### config.mk
export PLATFORM = sky130hd
export DESIGN_NAME = lut_parameter_access_ports
export DESIGN_NICKNAME = d
export VERILOG_FILES = /design/src/lut_ports_pkg.sv /design/src/lut_parameter_access_ports.sv
export VERILOG_INCLUDE_DIRS = /design/src
export SDC_FILE = /design/constraint.sdc
export NUM_CORES = 2
export LEC_CHECK = 0
export BUFFER_PORTS_ARGS = -buffer_cell sky130_fd_sc_hd__buf_2
export CAP_MARGIN = 25
export CORE_MARGIN = 3
export CORE_UTILIZATION = 49
export DETAILED_ROUTE_END_ITERATION = 6
export MAX_ROUTING_LAYER = met4
export PLACE_DENSITY = 0.62
export SYNTH_ARGS = -nofsm -noshare
export SYNTH_HDL_FRONTEND = slang
export SYNTH_SLANG_ARGS = --single-unit
### constraint.sdc
create_clock -name i_ref_clk -period 7.5 [get_ports i_ref_clk]
set_input_delay 0.375 -clock i_ref_clk [delete_from_list [all_inputs] [get_ports i_ref_clk]]
set_output_delay 0.375 -clock i_ref_clk [all_outputs]
set_load 0.03 [all_outputs]
### src/lut_ports_params.svh
`ifndef LUT_PORTS_PARAMS_SVH
`define LUT_PORTS_PARAMS_SVH

// Port selector codes on the internal register port.
`define SEL_DT_PHI        3'h0
`define SEL_ETA_PARAM     3'h1
`define SEL_GLOBAL_ETA    3'h2
`define SEL_GLOBAL_AZ     3'h3
`define SEL_LOCAL_AZ      3'h4
`define SEL_MOMENTUM      3'h5
`define SEL_VALIDATION    3'h6

// Table address widths (depth = 2**width).
`define GLOBAL_AW         4
`define LOCAL_AW          4
`define MOMENTUM_AW       4

// Eta parameter file layout.
`define ETA_WORDS         26
`define ETA_MIN_BASE      0
`define ETA_MAX_BASE      8
`define ETA_WIN_BASE      16
`define ETA_OFS_BASE      22
`define ETA_UNITS         8
`define ETA_WIN_UNITS     6
`define ETA_STATIONS      4
`define ETA_LIMIT_MAX     8'h7f

// Eta parameter reset values.
`define ETA_MIN_R0        8'h16
`define ETA_MIN_R2        8'h0e
`define ETA_MIN_R5        8'h0a
`define ETA_MAX_R0        8'h7f
`define ETA_MAX_R5        8'h18
`define ETA_WIN_R         8'h02
`define ETA_OFS_R         8'h00

// Field masks of the table words.
`define MASK_12           16'h0fff
`define MASK_8            16'h00ff

`endif

### src/lut_ports_pkg.sv
package lut_ports_pkg;

  typedef struct packed {
    logic       wr;
    logic       rd;
    logic [2:0] sel;
    logic [15:0] wdata;
  } host_req_type;

  typedef struct packed {
    logic [6:0] eta;
    logic [4:0] unit_a;
    logic [4:0] unit_b;
  } eta_unused_type;

  typedef struct packed {
    logic [6:0] st1;
    logic [6:0] st2;
    logic [6:0] st3;
    logic [6:0] st4;
  } station_eta_type;

  typedef enum logic [2:0] {
    S_RUN     = 3'b001,
    S_STOPPED = 3'b010,
    S_HELD    = 3'b100
  } trig_state_type;

endpackage
### src/lut_parameter_access_ports.sv
`timescale 1ns/1ns
`default_nettype none
`include "lut_ports_params.svh"

// Behaviour
// RL1: Drift-tube phi word is 12 bits; upper four bits read zero.
// RL2: Eta file holds 26 words: 8 min, 8 max, 6 windows, 4 offsets.
// RL3: Eta port accesses the eta file word chosen by the eta index counter.
// RL4: Eta minimum resets to 22,22,14,14,14,10,10,10.
// RL5: Eta maximum resets to 127 for five types, 24 for last three.
// RL6: Eta windows reset to 2, offsets to 0.
// RL7: Eta parameter sits in bits 7:0; upper bits ignored, read zero.
// RL8: Min, max and offset accept 0..127; windows accept 0..255.
// RL9: Each unit accepts a pair only if both etas lie within its limits; units 7 and 8 check only their station 2 eta.
// RL10: First six units also cut on eta difference using their window.
// RL11: Each station's offset is added to its eta before the cuts.
// RL12: Table ports work only in host fast-control mode with trigger stopped.
// RL13: Host writes 0x0100 to config, then 0x00C8 to action first.
// RL14: Action 0x00C8 issues bunch-crossing reset, stopping the trigger machine.
// RL15: Global eta port uses the shared global counter, then increments it.
// RL16: Global eta word: eta bits 6:0, phi bend bits 11:7, upper zero.
// RL17: Global phi port uses the shared global counter, then increments it.
// RL18: Global phi word is 12 bits; bits 15:12 read zero.
// RL19: Local phi port uses its own counter, incremented after each transfer.
// RL20: Local phi word: phi bits 9:0, bend bits 15:10.
// RL21: Momentum port uses the momentum counter, incremented after each access.
// RL22: Momentum word packs trailing and leading charge, quality and rank.
// RL23: Validation register stores and returns 16 bits with no side effect.
// RL24: Refused protected writes leave tables and counters unchanged.
module lut_parameter_access_ports
  import lut_ports_pkg::*;
(
  input  wire logic                     i_ref_clk,
  input  wire logic                     i_nrst,
  input  wire logic                     i_wr,
  input  wire logic                     i_rd,
  input  wire logic [2:0]               i_sel,
  input  wire logic [15:0]              i_wdata,
  input  wire logic                     i_host_fc_mode,
  input  wire logic                     i_bx_reset,
  input  wire logic                     i_trigger_run,
  input  wire logic [4:0]               i_eta_index_load,
  input  wire logic                     i_eta_index_we,
  input  wire logic [`GLOBAL_AW-1:0]    i_global_addr_load,
  input  wire logic                     i_global_addr_we,
  input  wire logic [`LOCAL_AW-1:0]     i_local_addr_load,
  input  wire logic                     i_local_addr_we,
  input  wire logic [`MOMENTUM_AW-1:0]  i_momentum_addr_load,
  input  wire logic                     i_momentum_addr_we,
  input  wire logic [27:0]              i_station_eta,
  input  wire logic [7:0]               i_pair_valid,
  output logic [15:0]                   o_rdata,
  output logic                          o_access_ok,
  output logic                          o_trigger_stopped_state,
  output logic [4:0]                    o_eta_index_counter,
  output logic [`GLOBAL_AW-1:0]         o_global_table_addr,
  output logic [`LOCAL_AW-1:0]          o_local_table_addr,
  output logic [`MOMENTUM_AW-1:0]       o_momentum_addr,
  output logic [7:0]                    o_unit_accept
);

  // ****************************************************************
  // Trigger state and access gate
  // ****************************************************************
  trig_state_type state_q;
  host_req_type   req;
  logic           granted;
  logic           prot_wr;
  logic           prot_rd;
  station_eta_type st_in;

  assign req     = '{wr: i_wr, rd: i_rd, sel: i_sel, wdata: i_wdata};
  assign st_in   = station_eta_type'(i_station_eta);

  // The bunch-crossing reset stops the machine; only a run command restarts it.
  // The held state is never entered on purpose; it falls back to stopped so a
  // corrupted state register cannot leave the tables locked against the host.
  always_ff @(posedge i_ref_clk or negedge i_nrst) begin
    if (!i_nrst) begin
      state_q <= S_STOPPED;
    end else begin
      case (state_q)
        S_RUN:     if (i_bx_reset) state_q <= S_STOPPED;  // see RL14
        S_STOPPED: if (i_trigger_run && !i_bx_reset) state_q <= S_RUN;
        S_HELD:    state_q <= S_STOPPED;
        default:   state_q <= S_STOPPED;
      endcase
    end
  end

  assign granted = i_host_fc_mode && (state_q == S_STOPPED);  // see RL12 see RL13
  assign prot_wr = req.wr && granted && (req.sel != `SEL_VALIDATION);  // see RL24
  assign prot_rd = req.rd && granted && (req.sel != `SEL_VALIDATION);
  assign o_access_ok = granted;
  assign o_trigger_stopped_state = (state_q == S_STOPPED);

  // ****************************************************************
  // Address counters
  // ****************************************************************
  logic [4:0]               eta_idx_q;
  logic [`GLOBAL_AW-1:0]    gaddr_q;
  logic [`LOCAL_AW-1:0]     laddr_q;
  logic [`MOMENTUM_AW-1:0]  paddr_q;
  logic                     g_hit;

  assign g_hit = (req.sel == `SEL_DT_PHI) || (req.sel == `SEL_GLOBAL_ETA) ||
                 (req.sel == `SEL_GLOBAL_AZ);

  always_ff @(posedge i_ref_clk or negedge i_nrst) begin
    if (!i_nrst) begin
      eta_idx_q <= 5'h00;
    end else if (i_eta_index_we) begin
      eta_idx_q <= i_eta_index_load;
    end
  end

  // Shared by drift-tube, global eta and global phi tables.
  always_ff @(posedge i_ref_clk or negedge i_nrst) begin
    if (!i_nrst) begin
      gaddr_q <= '0;
    end else if (i_global_addr_we) begin
      gaddr_q <= i_global_addr_load;
    end else if ((prot_wr || prot_rd) && g_hit) begin
      gaddr_q <= gaddr_q + 1'b1;  // see RL15 see RL17
    end
  end

  always_ff @(posedge i_ref_clk or negedge i_nrst) begin
    if (!i_nrst) begin
      laddr_q <= '0;
    end else if (i_local_addr_we) begin
      laddr_q <= i_local_addr_load;
    end else if ((prot_wr || prot_rd) && req.sel == `SEL_LOCAL_AZ) begin
      laddr_q <= laddr_q + 1'b1;  // see RL19
    end
  end

  always_ff @(posedge i_ref_clk or negedge i_nrst) begin
    if (!i_nrst) begin
      paddr_q <= '0;
    end else if (i_momentum_addr_we) begin
      paddr_q <= i_momentum_addr_load;
    end else if ((prot_wr || prot_rd) && req.sel == `SEL_MOMENTUM) begin
      paddr_q <= paddr_q + 1'b1;  // see RL21
    end
  end

  assign o_eta_index_counter = eta_idx_q;
  assign o_global_table_addr = gaddr_q;
  assign o_local_table_addr  = laddr_q;
  assign o_momentum_addr     = paddr_q;

  // ****************************************************************
  // Lookup tables
  // ****************************************************************
  logic [11:0] dt_mem [0:(1<<`GLOBAL_AW)-1];
  logic [11:0] ge_mem [0:(1<<`GLOBAL_AW)-1];
  logic [11:0] gp_mem [0:(1<<`GLOBAL_AW)-1];
  logic [15:0] lp_mem [0:(1<<`LOCAL_AW)-1];
  logic [15:0] pt_mem [0:(1<<`MOMENTUM_AW)-1];
  logic [15:0] scratch_q;

  // Table storage carries no reset: contents are loaded by the host.
  // A table read before it is loaded returns unknown data.
  always_ff @(posedge i_ref_clk) begin
    if (prot_wr && req.sel == `SEL_DT_PHI) begin
      dt_mem[gaddr_q] <= req.wdata[11:0];  // see RL1
    end
  end

  always_ff @(posedge i_ref_clk) begin
    if (prot_wr && req.sel == `SEL_GLOBAL_ETA) begin
      ge_mem[gaddr_q] <= req.wdata[11:0];  // see RL16
    end
  end

  always_ff @(posedge i_ref_clk) begin
    if (prot_wr && req.sel == `SEL_GLOBAL_AZ) begin
      gp_mem[gaddr_q] <= req.wdata[11:0];  // see RL18
    end
  end

  always_ff @(posedge i_ref_clk) begin
    if (prot_wr && req.sel == `SEL_LOCAL_AZ) begin
      lp_mem[laddr_q] <= req.wdata;  // see RL20
    end
  end

  always_ff @(posedge i_ref_clk) begin
    if (prot_wr && req.sel == `SEL_MOMENTUM) begin
      pt_mem[paddr_q] <= req.wdata;  // see RL22
    end
  end

  // The scratch word is open at all times so a stuck bus can be diagnosed.
  always_ff @(posedge i_ref_clk or negedge i_nrst) begin
    if (!i_nrst) begin
      scratch_q <= 16'h0000;
    end else if (req.wr && req.sel == `SEL_VALIDATION) begin
      scratch_q <= req.wdata;  // see RL23
    end
  end

  // ****************************************************************
  // Eta parameter file
  // ****************************************************************
  logic [7:0] eta_q [0:`ETA_WORDS-1];

  genvar gi;
  generate
    for (gi = 0; gi < `ETA_WORDS; gi++) begin : g_eta
      localparam logic [7:0] RST =
        (gi < `ETA_MIN_BASE + 2) ? `ETA_MIN_R0 :
        (gi < `ETA_MIN_BASE + 5) ? `ETA_MIN_R2 :
        (gi < `ETA_MAX_BASE)     ? `ETA_MIN_R5 :
        (gi < `ETA_MAX_BASE + 5) ? `ETA_MAX_R0 :
        (gi < `ETA_WIN_BASE)     ? `ETA_MAX_R5 :
        (gi < `ETA_OFS_BASE)     ? `ETA_WIN_R  : `ETA_OFS_R;  // see RL2 see RL4 see RL5 see RL6
      localparam logic IS_WIN = (gi >= `ETA_WIN_BASE) && (gi < `ETA_OFS_BASE);
      always_ff @(posedge i_ref_clk or negedge i_nrst) begin
        if (!i_nrst) begin
          eta_q[gi] <= RST;
        end else if (prot_wr && req.sel == `SEL_ETA_PARAM && eta_idx_q == 5'(gi)) begin
          // Windows take the full byte; other words drop bit 7.
          eta_q[gi] <= IS_WIN ? req.wdata[7:0]
                              : (req.wdata[7:0] & `ETA_LIMIT_MAX);  // see RL3 see RL7 see RL8
        end
      end
    end
  endgenerate

  // ****************************************************************
  // Eta cuts of the extrapolation units
  // ****************************************************************
  logic [6:0] st_eta [0:3];
  logic [6:0] raw_eta [0:3];

  assign raw_eta[0] = st_in.st1;
  assign raw_eta[1] = st_in.st2;
  assign raw_eta[2] = st_in.st3;
  assign raw_eta[3] = st_in.st4;

  // The offset sum wraps at seven bits, so a large offset folds a high eta
  // into the low range; offsets are meant to stay small corrections.
  generate
    for (gi = 0; gi < `ETA_STATIONS; gi++) begin : g_ofs
      assign st_eta[gi] = 7'(raw_eta[gi] + eta_q[`ETA_OFS_BASE + gi][6:0]);  // see RL11
    end
  endgenerate

  // Station pairs per unit; units 7 and 8 use station 2 against a barrel
  // segment, whose eta is not delivered, so only the endcap side is cut.
  localparam int SA [0:7] = '{0, 0, 1, 1, 2, 0, 1, 1};
  localparam int SB [0:7] = '{1, 2, 2, 3, 3, 1, 1, 1};

  generate
    for (gi = 0; gi < `ETA_UNITS; gi++) begin : g_unit
      logic [6:0] ea;
      logic [6:0] eb;
      logic [7:0] lo;
      logic [7:0] hi;
      logic       in_a;
      logic       in_b;
      logic [6:0] diff;
      logic       win_ok;
      assign ea   = st_eta[SA[gi]];
      assign eb   = st_eta[SB[gi]];
      assign lo   = eta_q[`ETA_MIN_BASE + gi];
      assign hi   = eta_q[`ETA_MAX_BASE + gi];
      assign in_a = ({1'b0, ea} >= lo) && ({1'b0, ea} <= hi);
      assign in_b = (gi >= `ETA_WIN_UNITS) ? 1'b1 :
                    (({1'b0, eb} >= lo) && ({1'b0, eb} <= hi));  // see RL9
      assign diff = (ea > eb) ? 7'(ea - eb) : 7'(eb - ea);
      if (gi < `ETA_WIN_UNITS) begin : g_win
        assign win_ok = ({1'b0, diff} <= eta_q[`ETA_WIN_BASE + gi]);  // see RL10
      end else begin : g_nowin
        assign win_ok = 1'b1;
      end
      always_ff @(posedge i_ref_clk or negedge i_nrst) begin
        if (!i_nrst) begin
          o_unit_accept[gi] <= 1'b0;
        end else begin
          o_unit_accept[gi] <= i_pair_valid[gi] && in_a && in_b && win_ok;
        end
      end
    end
  endgenerate

  // ****************************************************************
  // Read data
  // ****************************************************************
  // Refused reads return zero rather than stale table data.
  always_ff @(posedge i_ref_clk or negedge i_nrst) begin
    if (!i_nrst) begin
      o_rdata <= 16'h0000;
    end else if (req.rd) begin
      case (req.sel)
        `SEL_DT_PHI:     o_rdata <= prot_rd ? {4'h0, dt_mem[gaddr_q]} : 16'h0000;  // see RL1
        `SEL_ETA_PARAM:  o_rdata <= (prot_rd && eta_idx_q < 5'(`ETA_WORDS)) ?
                                    {8'h00, eta_q[eta_idx_q]} : 16'h0000;  // see RL3 see RL7
        `SEL_GLOBAL_ETA: o_rdata <= prot_rd ? {4'h0, ge_mem[gaddr_q]} : 16'h0000;  // see RL16
        `SEL_GLOBAL_AZ:  o_rdata <= prot_rd ? {4'h0, gp_mem[gaddr_q]} : 16'h0000;  // see RL18
        `SEL_LOCAL_AZ:   o_rdata <= prot_rd ? lp_mem[laddr_q] : 16'h0000;
        `SEL_MOMENTUM:   o_rdata <= prot_rd ? pt_mem[paddr_q] : 16'h0000;
        `SEL_VALIDATION: o_rdata <= scratch_q;  // see RL23
        default:         o_rdata <= 16'h0000;
      endcase
    end
  end

endmodule
`default_nettype wire

; Word-level counts from Yosys, hierarchy flattened
; Memory sizes are Yosys's and may differ from the RTL's.
; Cells that the tools add are included.
; Widths: inputs -> output; s select.
[totals]
ff_bits = 248
mem_bits_rw = 1088
in_bits = 83
out_inout_bits = 43
elab_cells = 262
mem_count = 5
[classes]
add_sub_neg = 17
n_lt_le_gt_ge = 41
n_eq_ne = 36
muxes = 34
bitwise_logic = 1
n_reduce_logical = 87
[mem_list]
columns = memory, depth, width, read_ports, rd_clocked_by_memory_dff, write_ports, line
row1 = lp_mem, 16, 16, 1, 0, 1, lut_parameter_access_ports.sv:159  ; logic [15:0] lp_mem [0:(1<<`LOCAL_AW)-1];
row2 = pt_mem, 16, 16, 1, 0, 1, lut_parameter_access_ports.sv:160  ; logic [15:0] pt_mem [0:(1<<`MOMENTUM_AW)-1];
row3 = dt_mem, 16, 12, 1, 0, 1, lut_parameter_access_ports.sv:156  ; logic [11:0] dt_mem [0:(1<<`GLOBAL_AW)-1];
row4 = ge_mem, 16, 12, 1, 0, 1, lut_parameter_access_ports.sv:157  ; logic [11:0] ge_mem [0:(1<<`GLOBAL_AW)-1];
row5 = gp_mem, 16, 12, 1, 0, 1, lut_parameter_access_ports.sv:158  ; logic [11:0] gp_mem [0:(1<<`GLOBAL_AW)-1];
[ops]
columns = op, count
row1 = $pmux 16 s7, 1
row2 = $ge 7x7->1, 14
row3 = $le 7x7->1, 14
row4 = $logic_and 1x1->1, 77
row5 = $sub 7x7->7, 10
row6 = $eq 5x5->1 const B, 10
row7 = $le 7x8->1, 6
row8 = $bmux 8 s5, 1
row9 = $eq 5x4->1 const B, 8
row10 = $mux 12, 3
row11 = $gt 7x7->1, 5
row12 = $mux 7, 5
row13 = $mux 16, 2
row14 = $add 7x7->7, 4
row15 = $mux 4, 6
row16 = $mux 8, 3
row17 = $eq 5x3->1 const B, 4
row18 = $add 4x1->4 const B, 3
row19 = $eq 5x2->1 const B, 2
row20 = $mux 1, 10
row21 = $eq 3x2->1 const B, 3
row22 = $eq 3x3->1 const B, 3
row23 = $eq 3x1->1 const B, 2
row24 = $ge 6x6->1 const B, 1
row25 = other kinds (14), 19

; Logic depth before layout (Yosys ltp)
[depth]
depth_word = 8
ltp_mapped = 23
depth_no_buf = 23

; Least setup slack after synthesis
; No wires, ideal clock.
[synth_timing]
path_kind = input -> register
from = input i_station_eta[14]
to = register o_unit_accept[3]
setup_ns = 0.101
arrival_time_ns = 5.237
required_ns = 7.399
setup_slack_ns = 2.163
cell_stages = 22
path_buffers = 0
path_cell_list = ha_1 > fa_1 > xor2_1 > inv_1 > ha_1 > inv_1 > o21bai_1 > nor4b_1 > o21ai_0 > a22o_1 > maj3_2 > mux2_2 > ha_1 > nor2b_1 > o21a_1 > o21a_1 > o21a_1 > o21ai_0 > nand2b_1 > a21oi_1 > o32ai_1 > nor4_1
[synth_via]
elab_chain_len = 6
elab_cells_between_ends = 12
classes_between = add/sub (3) / order compare (4) / mux (1) / reduce/logical (4)
[synth_rtl]
columns = element, line
row1 = "start, declared", lut_parameter_access_ports.sv:50  ; input wire logic [27:0] i_station_eta,
row2 = $add 7x7->7 *, lut_parameter_access_ports.sv:247  ; assign st_eta[gi] = 7'(raw_eta[gi] + eta_q[`ETA_OFS_BASE + gi][6:0]);
row3 = "parallel branches: the longest is 4 deep, another holds $le 7x8->1", n/a
row4 = $logic_and 1x1->1 *, lut_parameter_access_ports.sv:283  ; o_unit_accept[gi] <= i_pair_valid[gi] && in_a && in_b && win_ok;
row5 = "end signal, assigned by index", lut_parameter_access_ports.sv:283
row6 = "end, declared", lut_parameter_access_ports.sv:59  ; output logic [7:0] o_unit_accept
; Every way passes the cells marked *.
; A chain may end at the register's enable or synchronous reset.

; Final worst setup path
[layout_timing]
from = register eta_q[16] in the netlist's numbering
to = register o_unit_accept[3]
[layout_via]
elab_chain_len = 6
elab_cells_between_ends = 12
classes_between = add/sub (3) / order compare (4) / mux (1) / reduce/logical (4)
[layout_rtl]
columns = element, line
row1 = "start, declared", lut_parameter_access_ports.sv:207  ; logic [7:0] eta_q [0:`ETA_WORDS-1];
row2 = "start signal, assigned by index", lut_parameter_access_ports.sv:225  ; eta_q[gi] <= IS_WIN ? req.wdata[7:0]
row3 = $add 7x7->7 *, lut_parameter_access_ports.sv:247
row4 = "parallel branches: the longest is 4 deep, another holds $le 7x8->1", n/a
row5 = $logic_and 1x1->1 *, lut_parameter_access_ports.sv:283
; Marks and branches as above.

==> metrics.txt <==
outcome=completed; # rows=between 100 and 150; initial drt markers=3551; Gate Count Post-Synth=3664; clock-pin slew on the worst setup and hold paths=approximately 60 ps; dpl cell area=0.0650 mm^2; Wirelength per Cell=approximately 30 um; post-synthesis net count=4069; layout cells sized above 1=28.8%; Remaining Overflow, GRT=0; final wirelength=170000 um; clk_lat worst skew=770 ps; nets@finish=4365; YS warnings=0; pin count of the biggest net entering global routing=109; Synth Register Bits=~1300; mapped cell area=0.0617 mm^2; Max transition margin=27.3%; CP max stage delay=440 ps; Clock Path Buffers=3; top_reg_cell synth=edfxtp_1; H-Tree Depth=4; CTS Sinks=approximately 1300; Worst path slowest cell=fa_1; area delta synth->final=13.8%; Yosys top cell by area=edfxtp_1; Setup Skew=approximately 30 ps; Root Buffer=clkbuf_16; largest cells by area after synthesis=edfxtp_1 53%, mux4_2 14%, dfrtp_1 7.2%, ha_1 6.2%, dfstp_2 2.9%; Seq/Total Area, Yosys=63.1%; total power=0.0175 W; min cycle time layout=5820 ps; Post-Route Setup TNS=0 ps; full die area=0.130 mm^2; asr flop ratio synth=18.5%; max-slew violation count=0; syn avg cell area=16.9 um^2; hpwl dp=111000 um; Via density=6.09; slew at the pin with the worst max-slew slack=1080 ps; leakage power=25.4 nW; Req. time, crit path=~8200 ps; number of enable flip-flop cells after synthesis=about 1100; RSZ-0062 raised after global routing=no; CP cell instances=ha_1 > fa_1 > and3_1 > o21ai_1 > and2_1 > buf_4 > inv_2 > ha_1 > a22o_1 > o21ai_0 > a22o_1 > maj3_2 > mux2_2 > ha_1 > nor2b_1 > o21a_1 > o21a_1 > o21a_1 > o21ai_0 > nand2b_1 > a21oi_1 > o32ai_1 > nor4_1; Core Region=approximately 0.12 mm^2; Tcrit/Tclk final=77.7%; worst setup margin=1680 ps; First-pass DRT Iterations=6; CTS Buf Count=143; Initial Util=49.6%; power density over the cells=249 mW/mm^2; Unique masters post-synth=76; Worst EP arrival=between 6000 and 7000 ps; Die Ht=361 um; vias after detailed routing=34803; Hold Path Class=in -> reg; Max FO, Critical Path=20; final antenna-violating net count=0; # IOs=126; CTS tree=built; Final GP Congestion=0.935; wire length of the first global-routing pass=around 250000 um; count of final hold-check violations=0; DRC=0; vias in the first global route=34917; Max Freq=172 MHz; pre-CTS setup slack=1690 ps; port bufs=125; Finished Core Util=56.5%; CP Capture Type=flop; top-area cell type share of the netlist area=52.9%; CP Launch Type=flop; initial antenna violation count=9; GR Util All Layers=27.2%; worst vdd ir=0.246 mV; max-cap viol count=0; Die X=between 300 and 400 um; Finished Cell Area=0.0703 mm^2; Crit Path Category=reg -> reg; setup violators final=0
[registers in the layout, indices dropped and copies added, names as in the netlist]
name,cells
o_unit_accept,8
gp_mem,192
ge_mem,192
o_rdata,16
g_unit.lo,56
eta_q,76
pt_mem,256
dt_mem,192
o_momentum_addr,4
g_unit.hi,56
o_global_table_addr,4
state_q,2
o_local_table_addr,4
o_eta_index_counter,5
scratch_q,16
lp_mem,256
[worst paths after layout]
check | slack (ps) | start | end | cells after the start
worst max-delay path | 1680 | eta_q[16] | o_unit_accept[3] | 23
worst min-delay path | 60 | i_wdata[2] | g_unit[0].lo[2] | 3
worst max register to register | 1680 | eta_q[16] | o_unit_accept[3] | 23
worst min register to register | 480 | o_rdata[13] | o_rdata[13] | 1
max in group asynchronous | 5770 | i_nrst | o_eta_index_counter[0] | 3
min in group asynchronous | 230 | i_nrst | o_global_table_addr[2] | 2
[cell usage after synthesis (57+ instances only)]
library cell / number
o21ai_0: 125
nand2_1: 143
mux2_2: 159
mux2i_1: 57
nand2b_1: 64
inv_1: 179
clkbuf_1: 95
a21oi_1: 82
o21a_1: 60
edfxtp_1: 1088
nor2_1: 169
dfstp_2: 69
mux4_2: 390
ha_1: 308
dfrtp_1: 178
[cell families (layout without fill, tap and decap cells)]
| kind of cell | Yosys count | after routing | share of synthesized area [%] |
|---|---|---|---|
| adders and majority gates | 328 | 328 | 6.80 |
| AOI/OAI and AO/OA | 455 | 455 | 4.94 |
| and+or+nand+nor | 556 | 556 | 4.31 |
| DFF | 1335 | 1335 | 63.1 |
| other | 0 | 7 | 0 |
| buffers and inverters | 335 | 746 | 2.11 |
| xor gates and xnor gates | 49 | 49 | 0.726 |
| muxes | 606 | 606 | 18.1 |
[where the power goes]
group	internal, W	switching, W	leakage (nW)
Combinational	0.000923	0.00120	10.4
Clock	0.00417	0.00291	2.29
Sequential	0.00812	0.000160	12.7
[cell type report]
class                   instances  area (um^2)
multi-input cells            1994        21600
clock inverters                62          756
clock buffers                 198         3970
inverters                     181          682
well taps                    1637         2050
repair buffers                305         2170
flip-flops and latches       1335        39000
diodes                          7         17.5
fillers                      9570        54200
[repair_timing]
action,CTS,global route
gates resized for setup,0,0
buffers inserted,0,0
hold buffers,51,0
endpoints found under the hold margin,71,0
[through the flow]
stage,instances,hold WS [ps]
floorplan,3664,79.4
global placement,5396,452
detailed placement,5400,453
CTS,5711,9.51
global route,5714,44.0
finish,5719,56.4
[metal layers]
layer	track usage, %	vias to the layer above	part of all wire (%)
li1	-	15053	-
met1	39.0	18301	44
met2	41.3	1228	47
met3	4.34	221	6.7
met4	6.52	0	2.1
met5	-	-	0
[cells in the final DEF, fill, tap and decap left out, types with 60 or more instances in the layout]
cell type	instances
edfxtp_1	1088
mux4_2	390
ha_1	308
inv_1	179
dfrtp_1	167
mux2_2	159
clkbuf_16	145
nand2_1	143
buf_4	131
nor2_1	129
o21ai_0	125
buf_2	117
a21oi_1	82
dfstp_2	69
nand2b_1	64
o21a_1	60
[worst max-delay path, delay by kind of cell, from the launching register on]
kind / cells / cell delay, ps
AOI/OAI and AO/OA: 10 / 1870
adders and majority gates: 5 / 1630
and+or+nand+nor: 5 / 890
buffers and inverters: 2 / 550
DFF: 1 / 400
muxes: 1 / 360
Power figures use the tool's default switching activity.
